==> src/sadc_regs.svh <==
// Register map, field positions, reset values and timing constants of the converter sequencer
`ifndef SADC_REGS_SVH
`define SADC_REGS_SVH

// ----------------------------------------------------------------
// Register offsets
// ----------------------------------------------------------------
`define SADC_ADDR_W          4
`define SADC_OFS_MODE        4'h0
`define SADC_OFS_CHAN        4'h4
`define SADC_OFS_RESULT      4'h8
`define SADC_OFS_STATUS      4'hc

// ----------------------------------------------------------------
// Fields and reset values
// ----------------------------------------------------------------
`define SADC_MODE_RUN_BIT    7
`define SADC_MODE_TIME_HI    5
`define SADC_MODE_TIME_LO    3
`define SADC_MODE_WMASK      8'hb8
`define SADC_MODE_RESET      8'h00
`define SADC_CHAN_WMASK      8'h07
`define SADC_CHAN_RESET      8'h00
`define SADC_CHAN_BAD        3'h7
`define SADC_STAT_FLAG_BIT   0
`define SADC_STAT_BUSY_BIT   1

// ----------------------------------------------------------------
// Conversion time codes and their periods in main clock cycles
// ----------------------------------------------------------------
`define SADC_TCODE_144       3'h0
`define SADC_TCODE_120       3'h1
`define SADC_TCODE_96        3'h2
`define SADC_TCODE_72        3'h4
`define SADC_CYC_144         8'h90
`define SADC_CYC_120         8'h78
`define SADC_CYC_96          8'h60
`define SADC_CYC_72          8'h48
`define SADC_NBITS           4'h8
`define SADC_NSLOTS          8'h09
`define SADC_MSB_ONEHOT      8'h80
`define SADC_HALF_TAP        8'h80

`endif

==> src/sadc_pkg.sv <==
// Types shared by the converter sequencer modules
package sadc_pkg;
  typedef logic [7:0] sadc_byte_t;
  typedef logic [2:0] sadc_chan_t;
  typedef enum logic [1:0] {SADC_IDLE, SADC_SAMPLE, SADC_STEP} sadc_state_t;
endpackage

==> src/sadc_ctl_if.sv <==
// Control interface between register file and sequencing engine
`timescale 1ns/100ps
interface sadc_ctl_if;
  import sadc_pkg::*;
  logic       run;
  logic [2:0] time_code;
  logic       restart;
  logic       done;
  sadc_byte_t code;
  logic       busy;
  modport regs (output run, time_code, restart, input done, code, busy);
  modport eng  (input run, time_code, restart, output done, code, busy);
endinterface

==> src/sadc_top.sv <==
// Converter sequencer top: register port, analog front-end control, completion pulse
// ----------------------------------------------------------------
// Overview of operation
// - Starts idle in channel select; only software setting run bit starts converting.
// - Samples selected channel, then holds it until conversion finishes.
// - Conversion sets bit 7, half tap; keeps bit if input not below tap.
// - Each lower bit trial-set, tap from decided bits, kept if input not below.
// - After eight decisions result register loads and completion pulse fires together.
// - Result equals integer of Vin over Vref times 256 plus half.
// - Each completed conversion automatically starts another while run bit set.
// - Repetition continues until software clears run bit, mode bit 7.
// - Mode or channel write during conversion aborts it; restart if run set.
// - Mode write with run clear halts conversion immediately, no completion.
// - Result read coinciding with result update returns old value; update follows.
// - Mode or channel write at conversion end drops result and completion pulse.
// - Standby stops the converter; clearing run beforehand saves current.
// - Reset leaves result register contents undefined, not cleared.
// - Mode register: run bit 7, time field bits 5..3, others zero, reset zero.
// - Time codes 000,001,010,100 give 144,120,96,72 clocks; others prohibited.
// - Channel register low three bits pick inputs 0..6; 111 prohibited; upper zero.
// ----------------------------------------------------------------
`timescale 1ns/100ps
`include "sadc_regs.svh"
module sadc_top (
  input  wire logic                     clk_sys_i,
  input  wire logic                     reset_i,
  input  wire logic [`SADC_ADDR_W-1:0]  addr_i,
  input  wire sadc_pkg::sadc_byte_t     wdata_i,
  input  wire logic                     wr_i,
  input  wire logic                     rd_i,
  output sadc_pkg::sadc_byte_t          rdata_o,
  input  wire logic                     standby_i,
  input  wire logic                     cmp_i,
  output sadc_pkg::sadc_chan_t          chan_sel_o,
  output logic                          hold_o,
  output sadc_pkg::sadc_byte_t          tap_o,
  output logic                          conversion_done_irq_o
);
  import sadc_pkg::*;

  sadc_ctl_if  ctl ();
  sadc_byte_t  converter_mode_reg;
  sadc_chan_t  channel_select_reg;
  sadc_byte_t  conversion_result_reg;
  logic        conversion_done_flag;
  logic        mode_wr;
  logic        chan_wr;
  logic        stat_wr;
  logic        ctl_wr;
  logic        hold_w;
  sadc_byte_t  tap_w;
  logic [2:0]  cmp_sync;
  logic        cmp_stable;
  logic [7:0]  conv_cnt;
  logic        conv_clean;
  logic [7:0]  conv_len;

  // ----------------------------------------------------------------
  // Register writes
  // ----------------------------------------------------------------
  assign mode_wr = wr_i && (addr_i == `SADC_OFS_MODE);
  assign chan_wr = wr_i && (addr_i == `SADC_OFS_CHAN);
  assign stat_wr = wr_i && (addr_i == `SADC_OFS_STATUS);
  assign ctl_wr  = mode_wr || chan_wr;

  always_ff @(posedge clk_sys_i or posedge reset_i) begin
    if (reset_i) begin
      converter_mode_reg <= `SADC_MODE_RESET;
    end else if (mode_wr) begin
      converter_mode_reg <= wdata_i & `SADC_MODE_WMASK;
    end
  end

  always_ff @(posedge clk_sys_i or posedge reset_i) begin
    if (reset_i) begin
      channel_select_reg <= 3'(`SADC_CHAN_RESET);
    end else if (chan_wr && (wdata_i[2:0] != `SADC_CHAN_BAD)) begin
      channel_select_reg <= 3'(wdata_i & `SADC_CHAN_WMASK);
    end
  end

  assign ctl.run       = converter_mode_reg[`SADC_MODE_RUN_BIT];
  assign ctl.time_code = converter_mode_reg[`SADC_MODE_TIME_HI:`SADC_MODE_TIME_LO];
  assign ctl.restart   = ctl_wr;

  // ----------------------------------------------------------------
  // Comparator synchroniser: a change counts once stages two and three agree
  // ----------------------------------------------------------------
  always_ff @(posedge clk_sys_i or posedge reset_i) begin
    if (reset_i) begin
      cmp_sync <= 3'h0;
    end else begin
      cmp_sync <= {cmp_sync[1:0], cmp_i};
    end
  end

  always_ff @(posedge clk_sys_i or posedge reset_i) begin
    if (reset_i) begin
      cmp_stable <= 1'b0;
    end else if (cmp_sync[1] == cmp_sync[2]) begin
      cmp_stable <= cmp_sync[2];
    end
  end

  sadc_engine u_engine (
    .clk_sys_i (clk_sys_i),
    .reset_i   (reset_i),
    .standby_i (standby_i),
    .cmp_i     (cmp_stable),
    .ctl       (ctl),
    .hold_o    (hold_w),
    .tap_o     (tap_w)
  );

  // ----------------------------------------------------------------
  // Result and completion
  // ----------------------------------------------------------------
  // No reset on the result: contents stay undefined after reset
  always_ff @(posedge clk_sys_i) begin
    if (ctl.done && !ctl_wr) begin
      conversion_result_reg <= ctl.code;
    end
  end

  always_ff @(posedge clk_sys_i or posedge reset_i) begin
    if (reset_i) begin
      conversion_done_irq_o <= 1'b0;
    end else begin
      conversion_done_irq_o <= ctl.done && !ctl_wr;
    end
  end

  always_ff @(posedge clk_sys_i or posedge reset_i) begin
    if (reset_i) begin
      conversion_done_flag <= 1'b0;
    end else if (ctl.done && !ctl_wr) begin
      conversion_done_flag <= 1'b1;
    end else if (stat_wr && wdata_i[`SADC_STAT_FLAG_BIT]) begin
      conversion_done_flag <= 1'b0;
    end
  end

  // ----------------------------------------------------------------
  // Read port: data stands the cycle after the strobe
  // ----------------------------------------------------------------
  always_ff @(posedge clk_sys_i or posedge reset_i) begin
    if (reset_i) begin
      rdata_o <= 8'h00;
    end else if (rd_i) begin
      case (addr_i)
        `SADC_OFS_MODE:   rdata_o <= converter_mode_reg;
        `SADC_OFS_CHAN:   rdata_o <= {5'h00, channel_select_reg};
        `SADC_OFS_RESULT: rdata_o <= conversion_result_reg;
        `SADC_OFS_STATUS: rdata_o <= {6'h00, ctl.busy, conversion_done_flag};
        default:          rdata_o <= 8'h00;
      endcase
    end else begin
      rdata_o <= 8'h00;
    end
  end

  // ----------------------------------------------------------------
  // Analog front-end controls
  // ----------------------------------------------------------------
  always_ff @(posedge clk_sys_i or posedge reset_i) begin
    if (reset_i) begin
      chan_sel_o <= 3'h0;
      hold_o     <= 1'b0;
      tap_o      <= 8'h00;
    end else begin
      chan_sel_o <= channel_select_reg;
      hold_o     <= hold_w;
      tap_o      <= tap_w;
    end
  end

  // ----------------------------------------------------------------
  // Checks
  // ----------------------------------------------------------------
  chk_irq_one_cycle: assert property (@(posedge clk_sys_i) disable iff (reset_i)
    conversion_done_irq_o |=> !conversion_done_irq_o)
    else $error("completion pulse longer than one cycle");
  chk_irq_sets_flag: assert property (@(posedge clk_sys_i) disable iff (reset_i)
    conversion_done_irq_o |-> conversion_done_flag)
    else $error("completion pulse without flag");
  chk_write_wins: assert property (@(posedge clk_sys_i) disable iff (reset_i)
    ctl_wr |=> !conversion_done_irq_o)
    else $error("completion raised despite register write");
  chk_result_load: assert property (@(posedge clk_sys_i) disable iff (reset_i)
    (ctl.done && !ctl_wr) |=> conversion_result_reg == $past(ctl.code))
    else $error("result not loaded at completion");
  chk_stop_idle: assert property (@(posedge clk_sys_i) disable iff (reset_i)
    (mode_wr && !wdata_i[`SADC_MODE_RUN_BIT]) |=> ##1 !ctl.busy)
    else $error("stop write did not halt conversion");
  chk_standby_stop: assert property (@(posedge clk_sys_i) disable iff (reset_i)
    standby_i |=> !ctl.busy)
    else $error("converter busy in standby");
  chk_mode_zero_bits: assert property (@(posedge clk_sys_i) disable iff (reset_i)
    (converter_mode_reg & ~`SADC_MODE_WMASK) == 8'h00)
    else $error("mode reserved bits set");
  chk_chan_legal: assert property (@(posedge clk_sys_i) disable iff (reset_i)
    channel_select_reg != `SADC_CHAN_BAD)
    else $error("prohibited channel selected");
  chk_idle_no_run: assert property (@(posedge clk_sys_i) disable iff (reset_i)
    !ctl.run |=> !ctl.busy)
    else $error("busy without run bit");

  // Cycles between two completions with no register write or stop between
  always_comb begin
    case (ctl.time_code)
      `SADC_TCODE_120: conv_len = `SADC_CYC_120;
      `SADC_TCODE_96:  conv_len = `SADC_CYC_96;
      `SADC_TCODE_72:  conv_len = `SADC_CYC_72;
      default:         conv_len = `SADC_CYC_144;
    endcase
  end

  always_ff @(posedge clk_sys_i or posedge reset_i) begin
    if (reset_i) begin
      conv_cnt <= 8'h00;
    end else if (ctl.done || ctl_wr) begin
      conv_cnt <= 8'h01;
    end else begin
      conv_cnt <= 8'(conv_cnt + 8'h1);
    end
  end

  always_ff @(posedge clk_sys_i or posedge reset_i) begin
    if (reset_i) begin
      conv_clean <= 1'b0;
    end else if (ctl_wr || !ctl.run || standby_i) begin
      conv_clean <= 1'b0;
    end else if (ctl.done) begin
      conv_clean <= 1'b1;
    end
  end

  chk_conv_length: assert property (@(posedge clk_sys_i) disable iff (reset_i)
    (ctl.done && conv_clean) |-> conv_cnt == conv_len)
    else $error("conversion length differs from time code");
endmodule

==> src/sadc_engine.sv <==
// Successive-approximation stepping engine with sample and hold phases
`timescale 1ns/100ps
`include "sadc_regs.svh"
module sadc_engine (
  input  wire logic       clk_sys_i,
  input  wire logic       reset_i,
  input  wire logic       standby_i,
  input  wire logic       cmp_i,
  sadc_ctl_if.eng         ctl,
  output logic            hold_o,
  output sadc_pkg::sadc_byte_t tap_o
);
  import sadc_pkg::*;

  sadc_state_t state;
  sadc_byte_t  approx;
  sadc_byte_t  trial;
  logic [7:0]  slot_len;
  logic [7:0]  slot_cnt;
  logic [7:0]  per_bit;
  logic [7:0]  samp_len;
  logic        slot_end;

  // ----------------------------------------------------------------
  // Slot timing: one sample slot plus eight bit slots per conversion
  // ----------------------------------------------------------------
  always_comb begin
    case (ctl.time_code)
      `SADC_TCODE_120: slot_len = `SADC_CYC_120;
      `SADC_TCODE_96:  slot_len = `SADC_CYC_96;
      `SADC_TCODE_72:  slot_len = `SADC_CYC_72;
      default:         slot_len = `SADC_CYC_144;
    endcase
  end
  // Sample slot takes the remainder so a conversion lasts exactly slot_len
  assign per_bit  = 8'(slot_len / `SADC_NSLOTS);
  assign samp_len = 8'(slot_len - 8'(per_bit * `SADC_NBITS));
  assign slot_end = (slot_cnt == 8'h0);

  always_ff @(posedge clk_sys_i or posedge reset_i) begin
    if (reset_i) begin
      state    <= SADC_IDLE;
      approx   <= 8'h00;
      trial    <= 8'h00;
      slot_cnt <= 8'h00;
      ctl.done <= 1'b0;
    end else begin
      ctl.done <= 1'b0;
      if (standby_i || !ctl.run) begin
        state <= SADC_IDLE;
      end else if (ctl.restart || state == SADC_IDLE) begin
        state    <= SADC_SAMPLE;
        slot_cnt <= 8'(samp_len - 8'h1);
      end else if (!slot_end) begin
        slot_cnt <= 8'(slot_cnt - 8'h1);
      end else if (state == SADC_SAMPLE) begin
        state    <= SADC_STEP;
        trial    <= `SADC_MSB_ONEHOT;
        approx   <= `SADC_HALF_TAP;
        slot_cnt <= 8'(per_bit - 8'h1);
      end else begin
        approx   <= next_approx(approx, trial, cmp_i);
        trial    <= trial >> 1;
        if (trial[0]) begin
          ctl.done <= 1'b1;
          state    <= SADC_SAMPLE;
          slot_cnt <= 8'(samp_len - 8'h1);
        end else begin
          slot_cnt <= 8'(per_bit - 8'h1);
        end
      end
    end
  end

  function automatic sadc_byte_t next_approx(sadc_byte_t a, sadc_byte_t t, logic ge);
    sadc_byte_t r;
    r = ge ? a : (a & ~t);
    r = r | (t >> 1);
    return r;
  endfunction

  assign ctl.code = next_approx(approx, trial, cmp_i) & ~(trial >> 1) | 8'h00;
  assign ctl.busy = (state != SADC_IDLE);
  assign hold_o   = (state == SADC_STEP);
  assign tap_o    = approx;
endmodule

==> config.mk <==
export PLATFORM = sky130hd
export DESIGN_NAME = sadc_top
export DESIGN_NICKNAME = d
export VERILOG_FILES = /design/src/sadc_pkg.sv /design/src/sadc_ctl_if.sv /design/src/sadc_top.sv /design/src/sadc_engine.sv
export VERILOG_INCLUDE_DIRS = /design/src
export SDC_FILE = /design/constraint.sdc
export NUM_CORES = 1
export LEC_CHECK = 0
export BUFFER_PORTS_ARGS = -buffer_cell sky130_fd_sc_hd__buf_2
export CAP_MARGIN = 40
export CORE_UTILIZATION = 35
export CTS_BUF_LIST = sky130_fd_sc_hd__clkbuf_2
export CTS_CLUSTER_SIZE = 28
export DETAILED_ROUTE_END_ITERATION = 8
export PLACE_DENSITY = 0.63
export RECOVER_POWER = 25
export SYNTH_ARGS = -nofsm -noshare
export SYNTH_HDL_FRONTEND = slang
export SYNTH_SLANG_ARGS = --single-unit
==> constraint.sdc <==
create_clock -name clk_sys_i -period 7.41 [get_ports clk_sys_i]
set_clock_uncertainty 0.2 [all_clocks]
set_input_delay 1.482 -clock clk_sys_i [delete_from_list [all_inputs] [get_ports clk_sys_i]]
set_output_delay 1.482 -clock clk_sys_i [all_outputs]
set_load 0.1 [all_outputs]
==> flow_metrics.env <==
export IMPL_status="finished, violations left"
export IMPL_violations="capacitance limit, slew limit"
export IMPL_hp_class="reg2reg"
export IMPL_top_usage_layer="met2"
export IMPL_cts_sinks=68
export IMPL_r2r_end="u_engine.tap_o[4]"
export IMPL_worst_pin_slew_ns=3.18
export IMPL_cp_cell_sequence="buf_2, inv_1, clkbuf_1"
export IMPL_drtAntennaViolNets=0
export IMPL_diodes=0
export IMPL_cts_setup_buffers=0
export IMPL_grt_pass1_vias=2029
export IMPL_period_share_pct=56.3
export IMPL_final_util_pct=41.5
export IMPL_combPwrFrac_pct=26.7
export IMPL_seq_power_share_pct=47.4
export IMPL_endpoint_kind="asynchronous set/reset pin"
export IMPL_critPathLaunchType="primary input"
export IMPL_stdcell_count=418
export IMPL_hold_buffers=0
export IMPL_cts_tree="built"
export IMPL_yosysUniqueCellTypes=45
export IMPL_slowest_stage="clkbuf_1"
export IMPL_period_minus_slack_ns=4.17
export IMPL_setup_tns_final_ns=0
export IMPL_fin_nets=333
export IMPL_avgRoutedWirePerCell_um=14.8
export IMPL_drv_slew=61
export IMPL_r2r_slack_ns=3.87
export IMPL_cp_arrival_ns=3.89
export IMPL_max_clock_freq_mhz=240
export IMPL_cp_top_family="buffers and inverters"
export IMPL_p_clk_share_pct=25.9
export IMPL_std_cell_rows=33
export IMPL_die_x_um=95.2
export IMPL_cellPowerDensity_nw_per_um2=270
export IMPL_hold_viol=0
export IMPL_synth_seq_cells=68
export IMPL_path_class="in2async"
export IMPL_cts_made_buffers=9
export IMPL_drc=0
export IMPL_grtUsageTotal_pct=14.8
export IMPL_ys_seq_area_share_pct=57.3
export IMPL_die_area_um2=9060
export IMPL_switching_share_pct=34.2
export IMPL_ff2ff_path_depth=5
export IMPL_placedCellCount=402
export IMPL_ios=39
export IMPL_core_area_um2=8300
export IMPL_antenna_found_initial=0
export IMPL_rsz0062_at_grt="no"
export IMPL_syn2layout_area_growth_pct=13.3
export IMPL_root_buffer="clkbuf_2"
export IMPL_grt_pass1_wl_um=10100
export IMPL_met1_usage_pct=21.1
export IMPL_clk_latency_ns=0.50
export IMPL_pre_cts_slack_ns=3.53
export IMPL_critical_path_buf_inv_count=3
export IMPL_cp_max_fo=60
export IMPL_drt_initial_drc_count=181
export IMPL_maxCapViolations=1
export IMPL_r2r_start="u_engine.slot_cnt[3]"
export IMPL_viasPerCell=5.27
export IMPL_required_ns=7.13
export IMPL_die_h_um=95.2
export IMPL_holdPathEnd="cmp_sync[1]"
export IMPL_use_met2_pct=21.3
export IMPL_synth_area_um2=3040
export IMPL_synth_edf_count=8
export IMPL_gp_congestion=0.854
export IMPL_cts_resized=0
export IMPL_startpoint="reset_i"
export IMPL_grt_max_degree=61
export IMPL_p_leak_nw=1.57
export IMPL_yosys_warnings=0
export IMPL_drive_gt1_share_pct=21.1
export IMPL_clkSlewWorstSetupHoldPaths_ns=0.20
export IMPL_ctsHtreeMaxLevel=3
export IMPL_internal_power_uw=612
export IMPL_n_fill_cell=814
export IMPL_port_buffers=37
export IMPL_hold_start="cmp_sync[0]"
export IMPL_synth_ff_type="dfrtp_1"
export IMPL_initial_core_util_pct=36.6
export IMPL_detail_route_first_pass_iterations=4
export IMPL_holdPathStages=0
export IMPL_peakVddDrop_mv=0.103
export IMPL_setup_viol=0
export IMPL_worst_path_largest_cell_delay_ns=2.24
export IMPL_avgSynthCellArea_um2=11.2
export IMPL_gr_total_overflow=0
export IMPL_ctsLongestPathBuffers=2
export IMPL_p_sw_uw=317
export IMPL_worst_slack_ns=3.24
export IMPL_syn_nets=296
export IMPL_finalPower_uw=929
export IMPL_syn_inst=271
export IMPL_dp_hpwl_um=4210
export IMPL_drt_total_wl_um=6190
export IMPL_vias=2204
export IMPL_async_flop_share_pct=88.2
export IMPL_met3_usage_pct=4.63
export IMPL_slew_limit_headroom_pct=-112
-- how the worst max path moves through the flow --
stage / end / slack (ns) / cells after the start
detailed placement: u_engine.tap_o[5] / 3.53 / 6
floorplan: u_engine.slot_cnt[2] / 4.18 / 17
global placement: u_engine.tap_o[3] / 3.58 / 6
global route: u_engine.trial[5] / 2.52 / 3
CTS: u_engine.tap_o[4] / 3.85 / 5
finish: tap_o[3] / 3.24 / 3
-- synthesized netlist by cell type (4+ instances only) --
cell	n	share of area [%]
a22oi_1	4	0.99
clkbuf_1	10	1.2
ha_1	7	2.9
a21oi_1	16	2.6
nor2_1	28	3.5
nor3_1	6	0.99
mux2_2	7	2.6
mux2i_1	4	1.3
nor3b_1	9	2.2
nand2_1	13	1.6
nor2b_1	12	2.5
o21ai_1	9	1.5
nand3_1	5	0.82
dfrtp_1	60	49
o21ai_0	10	1.6
inv_1	6	0.74
edfxtp_1	8	7.9
a22o_1	15	4.3
nand2b_1	6	1.2
-- cells by family (layout without fill, tap and decap cells) --
group                      count (synthesis)  in the layout  share of synthesized area, %
and+or+nand+nor                           95             95                          17.6
DFF                                       68             68                          57.3
AOI/OAI and AO/OA                         67             67                          14.5
buffers and inverters                     18             60                          2.31
muxes                                     11             11                          3.91
adders and majority gates                  8              8                          3.21
xor gates and xnor gates                   4              4                          1.15
-- per-layer routing --
metal,part of all wire [%],wire length (um)
met1,49,3010
met2,45,2770
met3,4.9,304
met4,1.8,114
met5,0,0
-- cell type report --
cell class | count | area, um^2 | share of cell area (%)
Sequential cell | 68 | 1740 | 50.6
Multi-Input combinational cell | 185 | 1230 | 35.6
Timing Repair Buffer | 38 | 188 | 5.45
Tap cell | 105 | 131 | 3.82
Clock inverter | 5 | 76.3 | 2.22
Clock buffer | 11 | 55.1 | 1.60
Inverter | 6 | 22.5 | 0.655
-- through the flow --
stage	hold slack [ns]	instance area, um^2
floorplan	0.131	3040
global placement	0.135	3310
detailed placement	0.148	3310
CTS	0.190	3450
global route	0.202	3440
finish	0.182	3440
-- power by group through the flow --
stage | sequential, mW | clock, mW | combinational (mW)
floorplan | 0.467 | 0 | 0.172
global placement | 0.446 | 0 | 0.240
detailed placement | 0.448 | 0 | 0.249
CTS | 0.441 | 0.249 | 0.251
global route | 0.446 | 0.263 | 0.277
finish | 0.441 | 0.241 | 0.248
-- layout by cell type, fill, tap and decap left out, types with 2 or more instances in the layout --
cell type | Yosys | routed
o21ai_1 | 9 | 9
nor2_1 | 28 | 28
ha_1 | 7 | 7
nor3_1 | 6 | 6
edfxtp_1 | 8 | 8
a21oi_1 | 16 | 16
or3_1 | 2 | 2
nor3b_1 | 9 | 9
mux2_2 | 7 | 7
a22o_1 | 15 | 15
nand2_1 | 13 | 13
nand2b_1 | 6 | 6
mux2i_1 | 4 | 4
a31oi_1 | 2 | 2
bufinv_16 | 0 | 2
dfrtp_1 | 60 | 60
o22a_1 | 3 | 3
o211ai_1 | 2 | 2
clkbuf_2 | 0 | 11
o41ai_1 | 2 | 2
nand3_1 | 5 | 5
nor2b_1 | 12 | 12
inv_1 | 6 | 6
a22oi_1 | 4 | 4
buf_2 | 2 | 36
o21ai_0 | 10 | 10
clkbuf_1 | 10 | 2
xor2_1 | 3 | 3
No activity file was read; power rests on OpenSTA's default activity.
